==> src/design/ixc_defs.svh <==
// Constants for the expansion bus cycle control block
`ifndef IXC_DEFS_SVH
`define IXC_DEFS_SVH
`define IXC_PORT_CLK_ADDR 16'h0070
`define IXC_PORT_CLK_DATA 16'h0071
`define IXC_KBD_DATA 16'h0060
`define IXC_KBD_CMD 16'h0064
`define IXC_KBD_MASK 16'hFFF1
`define IXC_KBD_BASE 16'h0060
`define IXC_CMD_A20 8'hD1
`define IXC_CMD_RESET 8'hFE
`define IXC_BIT_A20 1
`define IXC_BIT_RST 0
`define IXC_POST_EN_BIT 7
`define IXC_REG_EN_BIT 7
`define IXC_RST_NS 320
`define IXC_CLK_NS 20
`define IXC_RST_CYC ((`IXC_RST_NS + `IXC_CLK_NS - 1) / `IXC_CLK_NS)
`define IXC_BUF_BYTES 4
`endif

==> src/design/ixc_pkg.sv <==
// Types for the expansion bus cycle control block
package ixc_pkg;
  typedef enum logic [3:0] {
    IXC_IDLE = 4'b0001,
    IXC_FLUSH = 4'b0010,
    IXC_PCI = 4'b0100,
    IXC_WAIT = 4'b1000
  } ixc_state_e;
  typedef logic [7:0] ixc_byte_t;
endpackage : ixc_pkg

==> src/design/ixc_cycle_ctrl.sv <==
// Expansion bus cycle control: posted writes, register access, peripheral strobes
// Overview of operation
// - Posting off after reset; on only with control bit 7 of index 50h.
// - Posted writes gather in four-byte buffer; no PCI write before flush.
// - Flush on full, miss, overwrite, other cycle, or master release.
// - Cycle causing a flush is stalled with ready low until flush completes.
// - Flush writes may carry non-contiguous byte enables.
// - Internal register cycles go to PCI first; register used only if unclaimed.
// - Peripheral register accesses hold ready low at least programmed count.
// - Other internal register access blocked unless bit 7 of index 51h set.
// - Peripheral bus uses shared lines as 8-bit subset with 8-bit timing.
// - Clock/ROM select low on IO 70h/71h access and on ROM hit during memory write or IO read.
// - Clock address strobe high during IO write to 70h.
// - Clock write pulse low during IO write to 71h.
// - Clock read strobe low during IO read of 71h.
// - Clock interrupt input inverted toward interrupt controller.
// - Even ports 60h to 6Eh decode as keyboard accesses.
// - Non-intercepted keyboard writes and all reads drive write/read and select low.
// - Intercepted keyboard writes keep write strobe and select high.
// - Data write after D1h command sets A20 mask to data bit 1.
// - Writing FEh to 64h gives a fast host reset.
// - Data write after D1h with bit 0 zero also gives fast reset.
// - Fast reset pulse lasts at least 16 clocks.
`timescale 1ns/1ps
`include "ixc_defs.svh"
module ixc_cycle_ctrl
(
  input wire logic ref_clk,
  input wire logic rst_n,
  input wire logic [15:0] isa_addr,
  input wire ixc_pkg::ixc_byte_t isa_data,
  input wire logic iow_in_n,
  input wire logic ior_in_n,
  input wire logic memw_n,
  input wire logic host_mem_hit,
  input wire logic rom_hit,
  input wire logic master_release,
  input wire logic pc_reg_hit,
  input wire logic other_reg_hit,
  input wire ixc_pkg::ixc_byte_t index_50h,
  input wire ixc_pkg::ixc_byte_t index_51h,
  input wire ixc_pkg::ixc_byte_t index_01h,
  input wire logic pci_done,
  input wire logic pci_claimed,
  input wire logic clock_chip_irq_in_n,
  output logic iochrdy,
  output logic pci_wr_req,
  output logic [31:0] pci_wr_addr,
  output logic [31:0] pci_wr_data,
  output logic [3:0] pci_wr_be,
  output logic pci_cyc_req,
  output logic reg_access,
  output logic reg_blocked,
  output logic iow_out_n,
  output logic ior_out_n,
  output logic rom_clock_chip_select_n,
  output logic clock_chip_addr_strobe,
  output logic clock_chip_write_n,
  output logic clock_chip_read_strobe,
  output logic keyboard_select_n,
  output logic clock_irq,
  output logic core_addr_bit20_mask_n,
  output logic cpu_fast_reset
);
  import ixc_pkg::*;

  function automatic logic kbd_hit(input logic [15:0] a);
    kbd_hit = (a & `IXC_KBD_MASK) == `IXC_KBD_BASE;
  endfunction : kbd_hit

  // Pin synchronisers
  logic [15:0] a_s1_r, a_s2_r;
  logic [7:0] d_s1_r, d_s2_r;
  logic [12:0] c_s1_r, c_s2_r;
  logic [12:0] c_in;
  assign c_in = {iow_in_n, ior_in_n, memw_n, host_mem_hit, rom_hit, master_release,
    pc_reg_hit, other_reg_hit, pci_done, pci_claimed, clock_chip_irq_in_n,
    index_50h[`IXC_POST_EN_BIT], index_51h[`IXC_REG_EN_BIT]};
  logic [7:0] wcnt_s1_r, wcnt_s2_r;
  always_ff @(posedge ref_clk)
  begin
    a_s1_r <= isa_addr;
    a_s2_r <= a_s1_r;
    d_s1_r <= isa_data;
    d_s2_r <= d_s1_r;
    c_s1_r <= c_in;
    c_s2_r <= c_s1_r;
    wcnt_s1_r <= index_01h;
    wcnt_s2_r <= wcnt_s1_r;
  end

  logic iow, ior, memw, hmem, rom, rel, pcr, otr, done, claim, irq_n, post_en, reg_en;
  assign {iow, ior, memw, hmem, rom, rel, pcr, otr, done, claim, irq_n, post_en, reg_en} =
    {~c_s2_r[12], ~c_s2_r[11], ~c_s2_r[10], c_s2_r[9:0]};

  logic memw_d_r, cyc_d_r, rel_d_r;
  logic cyc_act, post_start, cyc_start, rel_rise;
  assign cyc_act = iow | ior | memw;
  assign cyc_start = cyc_act & ~cyc_d_r;
  assign post_start = memw & ~memw_d_r & hmem & post_en;
  assign rel_rise = rel & ~rel_d_r;

  // Posted write buffer and cycle state
  ixc_state_e st_r, st_nxt;
  logic [29:0] buf_addr_r, buf_addr_nxt;
  logic [31:0] buf_data_r, buf_data_nxt;
  logic [3:0] buf_be_r, buf_be_nxt;
  logic [7:0] wait_r, wait_nxt;
  logic held_r, held_nxt;
  logic [1:0] lane;
  assign lane = a_s2_r[1:0];

  always_comb
  begin
    st_nxt = st_r;
    buf_addr_nxt = buf_addr_r;
    buf_data_nxt = buf_data_r;
    buf_be_nxt = buf_be_r;
    wait_nxt = wait_r;
    held_nxt = held_r;
    unique case (st_r)
      IXC_IDLE:
      begin
        if (post_start && (buf_be_r == 4'h0 ||
            (buf_addr_r == {14'h0000, a_s2_r[15:2]} && !buf_be_r[lane])))
        begin
          buf_addr_nxt = {14'h0000, a_s2_r[15:2]};
          buf_data_nxt[lane*8 +: 8] = d_s2_r;
          buf_be_nxt[lane] = 1'b1;
        end
        else if (buf_be_r != 4'h0 && (cyc_start || rel_rise))
        begin
          st_nxt = IXC_FLUSH;
          held_nxt = cyc_start;
        end
        else if (buf_be_r == 4'hF)
        begin
          st_nxt = IXC_FLUSH;
          held_nxt = 1'b0;
        end
        else if (cyc_start && memw && hmem && !post_en)
        begin
          buf_addr_nxt = {14'h0000, a_s2_r[15:2]};
          buf_data_nxt[lane*8 +: 8] = d_s2_r;
          buf_be_nxt = 4'h0;
          buf_be_nxt[lane] = 1'b1;
          st_nxt = IXC_FLUSH;
          held_nxt = 1'b1;
        end
        else if (cyc_start && (pcr || (otr && reg_en)))
          st_nxt = IXC_PCI;
      end
      IXC_FLUSH:
        if (done)
        begin
          buf_be_nxt = 4'h0;
          st_nxt = IXC_IDLE;
          held_nxt = 1'b0;
          // Stalled host write is posted once the old data is out
          if (held_r && memw && hmem && post_en)
          begin
            buf_addr_nxt = {14'h0000, a_s2_r[15:2]};
            buf_data_nxt[lane*8 +: 8] = d_s2_r;
            buf_be_nxt[lane] = 1'b1;
          end
        end
      IXC_PCI:
        if (done)
        begin
          st_nxt = IXC_WAIT;
          wait_nxt = pcr ? wcnt_s2_r : 8'h00;
        end
      IXC_WAIT:
        if (wait_r == 8'h00)
          st_nxt = IXC_IDLE;
        else
          wait_nxt = wait_r - 8'h01;
      default:
        st_nxt = IXC_IDLE;
    endcase
  end

  logic reg_acc_r, reg_acc_nxt;
  assign reg_acc_nxt = (st_r == IXC_PCI) && done && !claim;

  always_ff @(posedge ref_clk)
  begin
    if (!rst_n)
    begin
      st_r <= IXC_IDLE;
      buf_addr_r <= 30'h0;
      buf_data_r <= 32'h0;
      buf_be_r <= 4'h0;
      wait_r <= 8'h00;
      held_r <= 1'b0;
      reg_acc_r <= 1'b0;
      memw_d_r <= 1'b0;
      cyc_d_r <= 1'b0;
      rel_d_r <= 1'b0;
    end
    else
    begin
      st_r <= st_nxt;
      buf_addr_r <= buf_addr_nxt;
      buf_data_r <= buf_data_nxt;
      buf_be_r <= buf_be_nxt;
      wait_r <= wait_nxt;
      held_r <= held_nxt;
      reg_acc_r <= reg_acc_nxt;
      memw_d_r <= memw;
      cyc_d_r <= cyc_act;
      rel_d_r <= rel;
    end
  end

  assign iochrdy = !((st_r == IXC_FLUSH && held_r) || st_r == IXC_PCI
    || st_r == IXC_WAIT);
  assign pci_wr_req = (st_r == IXC_FLUSH);
  assign pci_wr_addr = {buf_addr_r, 2'b00};
  assign pci_wr_data = buf_data_r;
  assign pci_wr_be = buf_be_r;
  assign pci_cyc_req = (st_r == IXC_PCI);
  assign reg_access = reg_acc_r;
  assign reg_blocked = cyc_start && otr && !reg_en;

  // Peripheral bus strobes, 8-bit subset of shared lines
  logic pend_r, pend_nxt, a20_r, a20_nxt, icpt_r, icpt_nxt;
  logic kbd, kbd_wr_int, io70, io71, kwr, kwr_d_r, icpt_now;
  logic [4:0] rcnt_r, rcnt_nxt;
  assign kbd = kbd_hit(a_s2_r);
  assign io70 = a_s2_r == `IXC_PORT_CLK_ADDR;
  assign io71 = a_s2_r == `IXC_PORT_CLK_DATA;
  assign kwr = iow && kbd && !kwr_d_r;
  assign icpt_now = (a_s2_r == `IXC_KBD_CMD) || (a_s2_r == `IXC_KBD_DATA && pend_r);
  // Intercept decision held for the whole write
  assign kbd_wr_int = iow && kbd && (kwr ? icpt_now : icpt_r);

  // Keyboard emulation state
  always_comb
  begin
    pend_nxt = pend_r;
    icpt_nxt = kwr ? icpt_now : (icpt_r && iow && kbd);
    a20_nxt = a20_r;
    rcnt_nxt = (rcnt_r != 5'd0) ? rcnt_r - 5'd1 : 5'd0;
    if (kwr && a_s2_r == `IXC_KBD_CMD)
    begin
      pend_nxt = (d_s2_r == `IXC_CMD_A20);
      if (d_s2_r == `IXC_CMD_RESET)
        rcnt_nxt = 5'(`IXC_RST_CYC);
    end
    else if (kwr && a_s2_r == `IXC_KBD_DATA && pend_r)
    begin
      pend_nxt = 1'b0;
      a20_nxt = d_s2_r[`IXC_BIT_A20];
      if (!d_s2_r[`IXC_BIT_RST])
        rcnt_nxt = 5'(`IXC_RST_CYC);
    end
  end
  always_ff @(posedge ref_clk)
  begin
    if (!rst_n)
    begin
      pend_r <= 1'b0;
      a20_r <= 1'b1;
      rcnt_r <= 5'd0;
      kwr_d_r <= 1'b0;
      icpt_r <= 1'b0;
    end
    else
    begin
      icpt_r <= icpt_nxt;
      pend_r <= pend_nxt;
      a20_r <= a20_nxt;
      rcnt_r <= rcnt_nxt;
      kwr_d_r <= iow && kbd;
    end
  end

  assign core_addr_bit20_mask_n = a20_r;
  assign cpu_fast_reset = rcnt_r != 5'd0;
  assign rom_clock_chip_select_n = !(((iow || ior) && (io70 || io71)) || (rom
    && (memw || ior)));
  assign clock_chip_addr_strobe = iow && io70;
  assign clock_chip_write_n = !(iow && io71);
  assign clock_chip_read_strobe = !(ior && io71);
  assign keyboard_select_n = !((ior && kbd) || (iow && kbd && !kbd_wr_int));
  assign iow_out_n = !(iow && !(kbd && kbd_wr_int));
  assign ior_out_n = !ior;
  assign clock_irq = !irq_n;

  property p_reset_len;
    @(posedge ref_clk) disable iff (!rst_n)
      $rose(cpu_fast_reset) |-> cpu_fast_reset [*8] ##1 cpu_fast_reset [*8];
  endproperty : p_reset_len
  a_reset_len: assert property (p_reset_len) else $error("fast reset too short");
  // Label names below
  property p_a20_reset;
    @(posedge ref_clk) $rose(rst_n) |-> core_addr_bit20_mask_n && !pend_r;
  endproperty : p_a20_reset
  a_a20_reset: assert property (p_a20_reset) else $error("bad reset state");
  property p_flush_stall;
    @(posedge ref_clk) disable iff (!rst_n) (st_r == IXC_FLUSH && held_r) |-> !iochrdy;
  endproperty
  a_flush_stall: assert property (p_flush_stall) else $error("flush not stalled");
  property p_no_post;
    @(posedge ref_clk) disable iff (!rst_n) (!post_en && buf_be_r != 4'h0) |-> st_r == IXC_FLUSH;
  endproperty
  a_no_post: assert property (p_no_post) else $error("posted while disabled");
  property p_wr_pulse;
    @(posedge ref_clk) disable iff (!rst_n) (iow && io71) |-> !clock_chip_write_n;
  endproperty
  a_wr_pulse: assert property (p_wr_pulse) else $error("write pulse missing");
  property p_intercept;
    @(posedge ref_clk) disable iff (!rst_n) (iow && a_s2_r == `IXC_KBD_CMD)
      |-> keyboard_select_n && iow_out_n;
  endproperty
  a_intercept: assert property (p_intercept) else $error("intercept leaked");
  property p_fe_reset;
    @(posedge ref_clk) disable iff (!rst_n)
      (kwr && a_s2_r == `IXC_KBD_CMD && d_s2_r == `IXC_CMD_RESET) |=> cpu_fast_reset;
  endproperty
  a_fe_reset: assert property (p_fe_reset) else $error("no fast reset");
  property p_blocked;
    @(posedge ref_clk) disable iff (!rst_n) (cyc_start && otr && !pcr && !reg_en
      && st_r == IXC_IDLE && buf_be_r == 0) |=> st_r != IXC_PCI;
  endproperty
  a_blocked: assert property (p_blocked) else $error("register not blocked");
endmodule : ixc_cycle_ctrl

==> config.mk <==
export PLATFORM = sky130hd
export DESIGN_NAME = ixc_cycle_ctrl
export DESIGN_NICKNAME = d
export VERILOG_FILES = /design/src/design/ixc_pkg.sv /design/src/design/ixc_cycle_ctrl.sv
export VERILOG_INCLUDE_DIRS = /design/src /design/src/design
export SDC_FILE = /design/constraint.sdc
export NUM_CORES = 1
export LEC_CHECK = 0
export BUFFER_PORTS_ARGS = -buffer_cell sky130_fd_sc_hd__buf_2
export CORE_UTILIZATION = 45
export DETAILED_ROUTE_END_ITERATION = 6
export PLACE_DENSITY = 0.75
export SYNTH_ARGS = -nofsm -noshare
export SYNTH_HDL_FRONTEND = slang
export SYNTH_SLANG_ARGS = --single-unit
==> constraint.sdc <==
create_clock -name ref_clk -period 3.45 [get_ports ref_clk]
set_input_delay 0.5175 -clock ref_clk [delete_from_list [all_inputs] [get_ports ref_clk]]
set_output_delay 0.5175 -clock ref_clk [all_outputs]
set_load 0.03 [all_outputs]
==> out/results.ini <==
[run_status]
status=completed

[cts]
cts_tree=built
h-tree-depth=4
clk_pin_slew_ns=0.06
clk-insertion-delay-late_ns=0.42
cts_made_buffers=17
clockRootBuffer=clkbuf_16
cts_max_path_buffers=2
cts_setup_buffers=0
cts-resized-gates=0
numClockSinks=166
holdBufCountCts=0

[synth]
synth-seq-cells=166
avgSynthCellArea_um2=10.12
synthTopCellsByCount=166 x dfxtp_1, 63 x nand2_1, 57 x nand3_1, 33 x mux2i_1, 28 x a21oi_1
yosysMostFrequentCell=dfxtp_1
syn-cell-area_um2=5952
synthTopCellsByArea=dfxtp_1 56%, mux2i_1 5.5%, nand3_1 4.8%, nand2_1 4.0%, buf_4 2.4%
yosys_warnings=0
ys.flop_type=dfxtp_1
synth-async-reset-ratio=0
synthCells=588
synthDistinctLibCells=57
synth_top_area_cell=dfxtp_1
synth_top_area_frac=0.5583
ys_seq_area_frac=0.5583
synth-edff-count=0

[finish]
area_growth_pct=20.31
layout.nets=764
drive_gt1_frac=0.2326
diodes=0
final_util=0.5606
stdcell_area_um2=7161
fill_cells=1097

[sta]
relSlewSlack=0.3198
setup_viol=0
fin_crit_sh=0.9088
skew_ns=0.008938
finalMaxSlewViolations=0
post-route-min-period_ns=3.135
fmax_ghz=0.3189
finalSetupTns_ns=0
rsz0062_at_grt=no
tightest_slew_ns=1.019
hold_violations=0

[detailed_routing]
dr.pass1.iters=5
vias=4624
drc=0
drt-initial-drc-count=264
detail-route-antenna-nets=0
drt_wl_total_um=13170
drt-wirelength-per-cell_um=15.02
via_per_inst=5.273

[power]
p_leak_nw=3.168
total_power_mw=5.426
ir_drop_uv=438.5
p_per_area_nw_per_um2=757.7

[critical_path]
cp-end-kind=primary output
critPathSlowestCell=nor4b_1
critical-path-max-stage-delay_ns=0.67
start_kind=flip-flop
critical_path_class=flip-flop to primary output
crit_chain=nor3_1, nand3_1, nor4b_1, nand2_1, or2_2, buf_2
worstPathArrival_ns=2.62
path_delay_family=simple AND/OR/NAND/NOR gates
critPathMaxFanout=4
r2r_slack_ns=0.67
crit_buf_inv=1
crit_required_ns=2.93

[grt]
antenna_found_initial=0
grt_use_met3=0.06179
grt_max_degree=50
grt_overflow=0
gr-usage-met1=0.2374
track_usage=0.2010
grt_pass1_wl_um=20630
grt_pass1_vias=4331
use_met2=0.3357
grt-busiest-layer=met2

[place]
dpl-instance-area_um2=6564
hpwl_um=9245
gp_congestion=0.8534
io_buffers=111

[worst_hold_path]
hold_path_class=input pin to flip-flop

[floorplanning]
core_um2=12770
dieArea_um2=13690
io_pins=144
start_util=0.4660
die_w_um=117.0
rows=41
die_y_um=117.0

[run]
drv_cap=0

## layout make-up
cell class                 instances  area [µm²]  area share
sequential                       166        3323      0.4641
multi-input combinational        379        2380      0.3323
tap                              172       215.2     0.03005
inverter                          12       45.04    0.006290
clock inverter                    11       150.1     0.02097
clock buffer                      20       446.7     0.06238
timing repair buffer             117       600.6     0.08387
## cells in the final DEF (no fill, tap or decap), types with 4 or more instances in the layout
cell	count
a21oi_1	28
buf_2	111
buf_4	6
clkbuf_16	17
conb_1	18
dfxtp_1	166
ha_1	10
inv_1	12
mux2i_1	33
nand2_1	63
nand2b_1	5
nand3_1	57
nand4_1	7
nor2_1	24
nor3_1	12
nor3b_1	4
nor4_1	9
o211ai_1	16
o21ai_0	14
o22ai_1	5
or2_2	4
xnor2_1	12
xor2_1	6
## worst reg2reg max path: stages, from the launching register on
cell and delay (ns):
dfxtp_1 0.58, mux4_2 0.60, nor4_1 0.52, nand3_1 0.56, nand3_1 0.27, a21oi_1 0.09
## per-stage QoR
| step | hold slack, ns | setup WS [ns] | instances |
|---|---|---|---|
| floorplan | 0.3096 | 0.8342 | 605 |
| global placement | 0.3107 | 0.7486 | 846 |
| detailed placement | 0.3121 | 0.7082 | 846 |
| CTS | 0.1705 | 0.3051 | 877 |
| global route | 0.1741 | 0.02959 | 877 |
| finish | 0.1926 | 0.3145 | 877 |
## state kept, by name (all words and copies together) (netlist names), 13 cells and up
signal,cells
buf_addr_r,14
pci_wr_data,32
a_s2_r,16
c_s2_r,13
c_s1_r,13
a_s1_r,16
## per-layer routing
layer  up-vias  routed length (µm)
li1       2247                   -
met1      2181                5502
met2       178                6596
met3        18                 837
met4         0                 234
met5         -                   0
## power by group
group | leakage (nW) | switching (mW) | total, mW | internal [mW]
Clock | 0.287 | 0.740 | 1.90 | 1.16
Combinational | 1.50 | 0.811 | 1.26 | 0.451
Sequential | 1.38 | 0.163 | 2.27 | 2.10
## logic make-up after synthesis
group                    count (synthesis)  share of synthesized area
flip-flops                             166                     0.5583
AND/OR/NAND/NOR                        210                     0.1787
adder cells (fa/ha/maj)                 10                    0.02102
other                                    1                  0.0006300
multiplexers                            34                    0.05928
XOR/XNOR                                18                    0.02649
AO/OA/AOI/OAI                           89                     0.1022
buffers and inverters                   60                    0.05340
## worst paths after layout
kind / startpoint / end / cells after the start
max: a_s2_r[12] / clock_chip_read_strobe / 6
min: isa_addr[1] / a_s1_r[1] / 1
max reg2reg: a_s2_r[0] / buf_addr_r[11] / 5
min reg2reg: a_s1_r[4] / a_s2_r[4] / 0
Power figures use the tool's default switching activity.
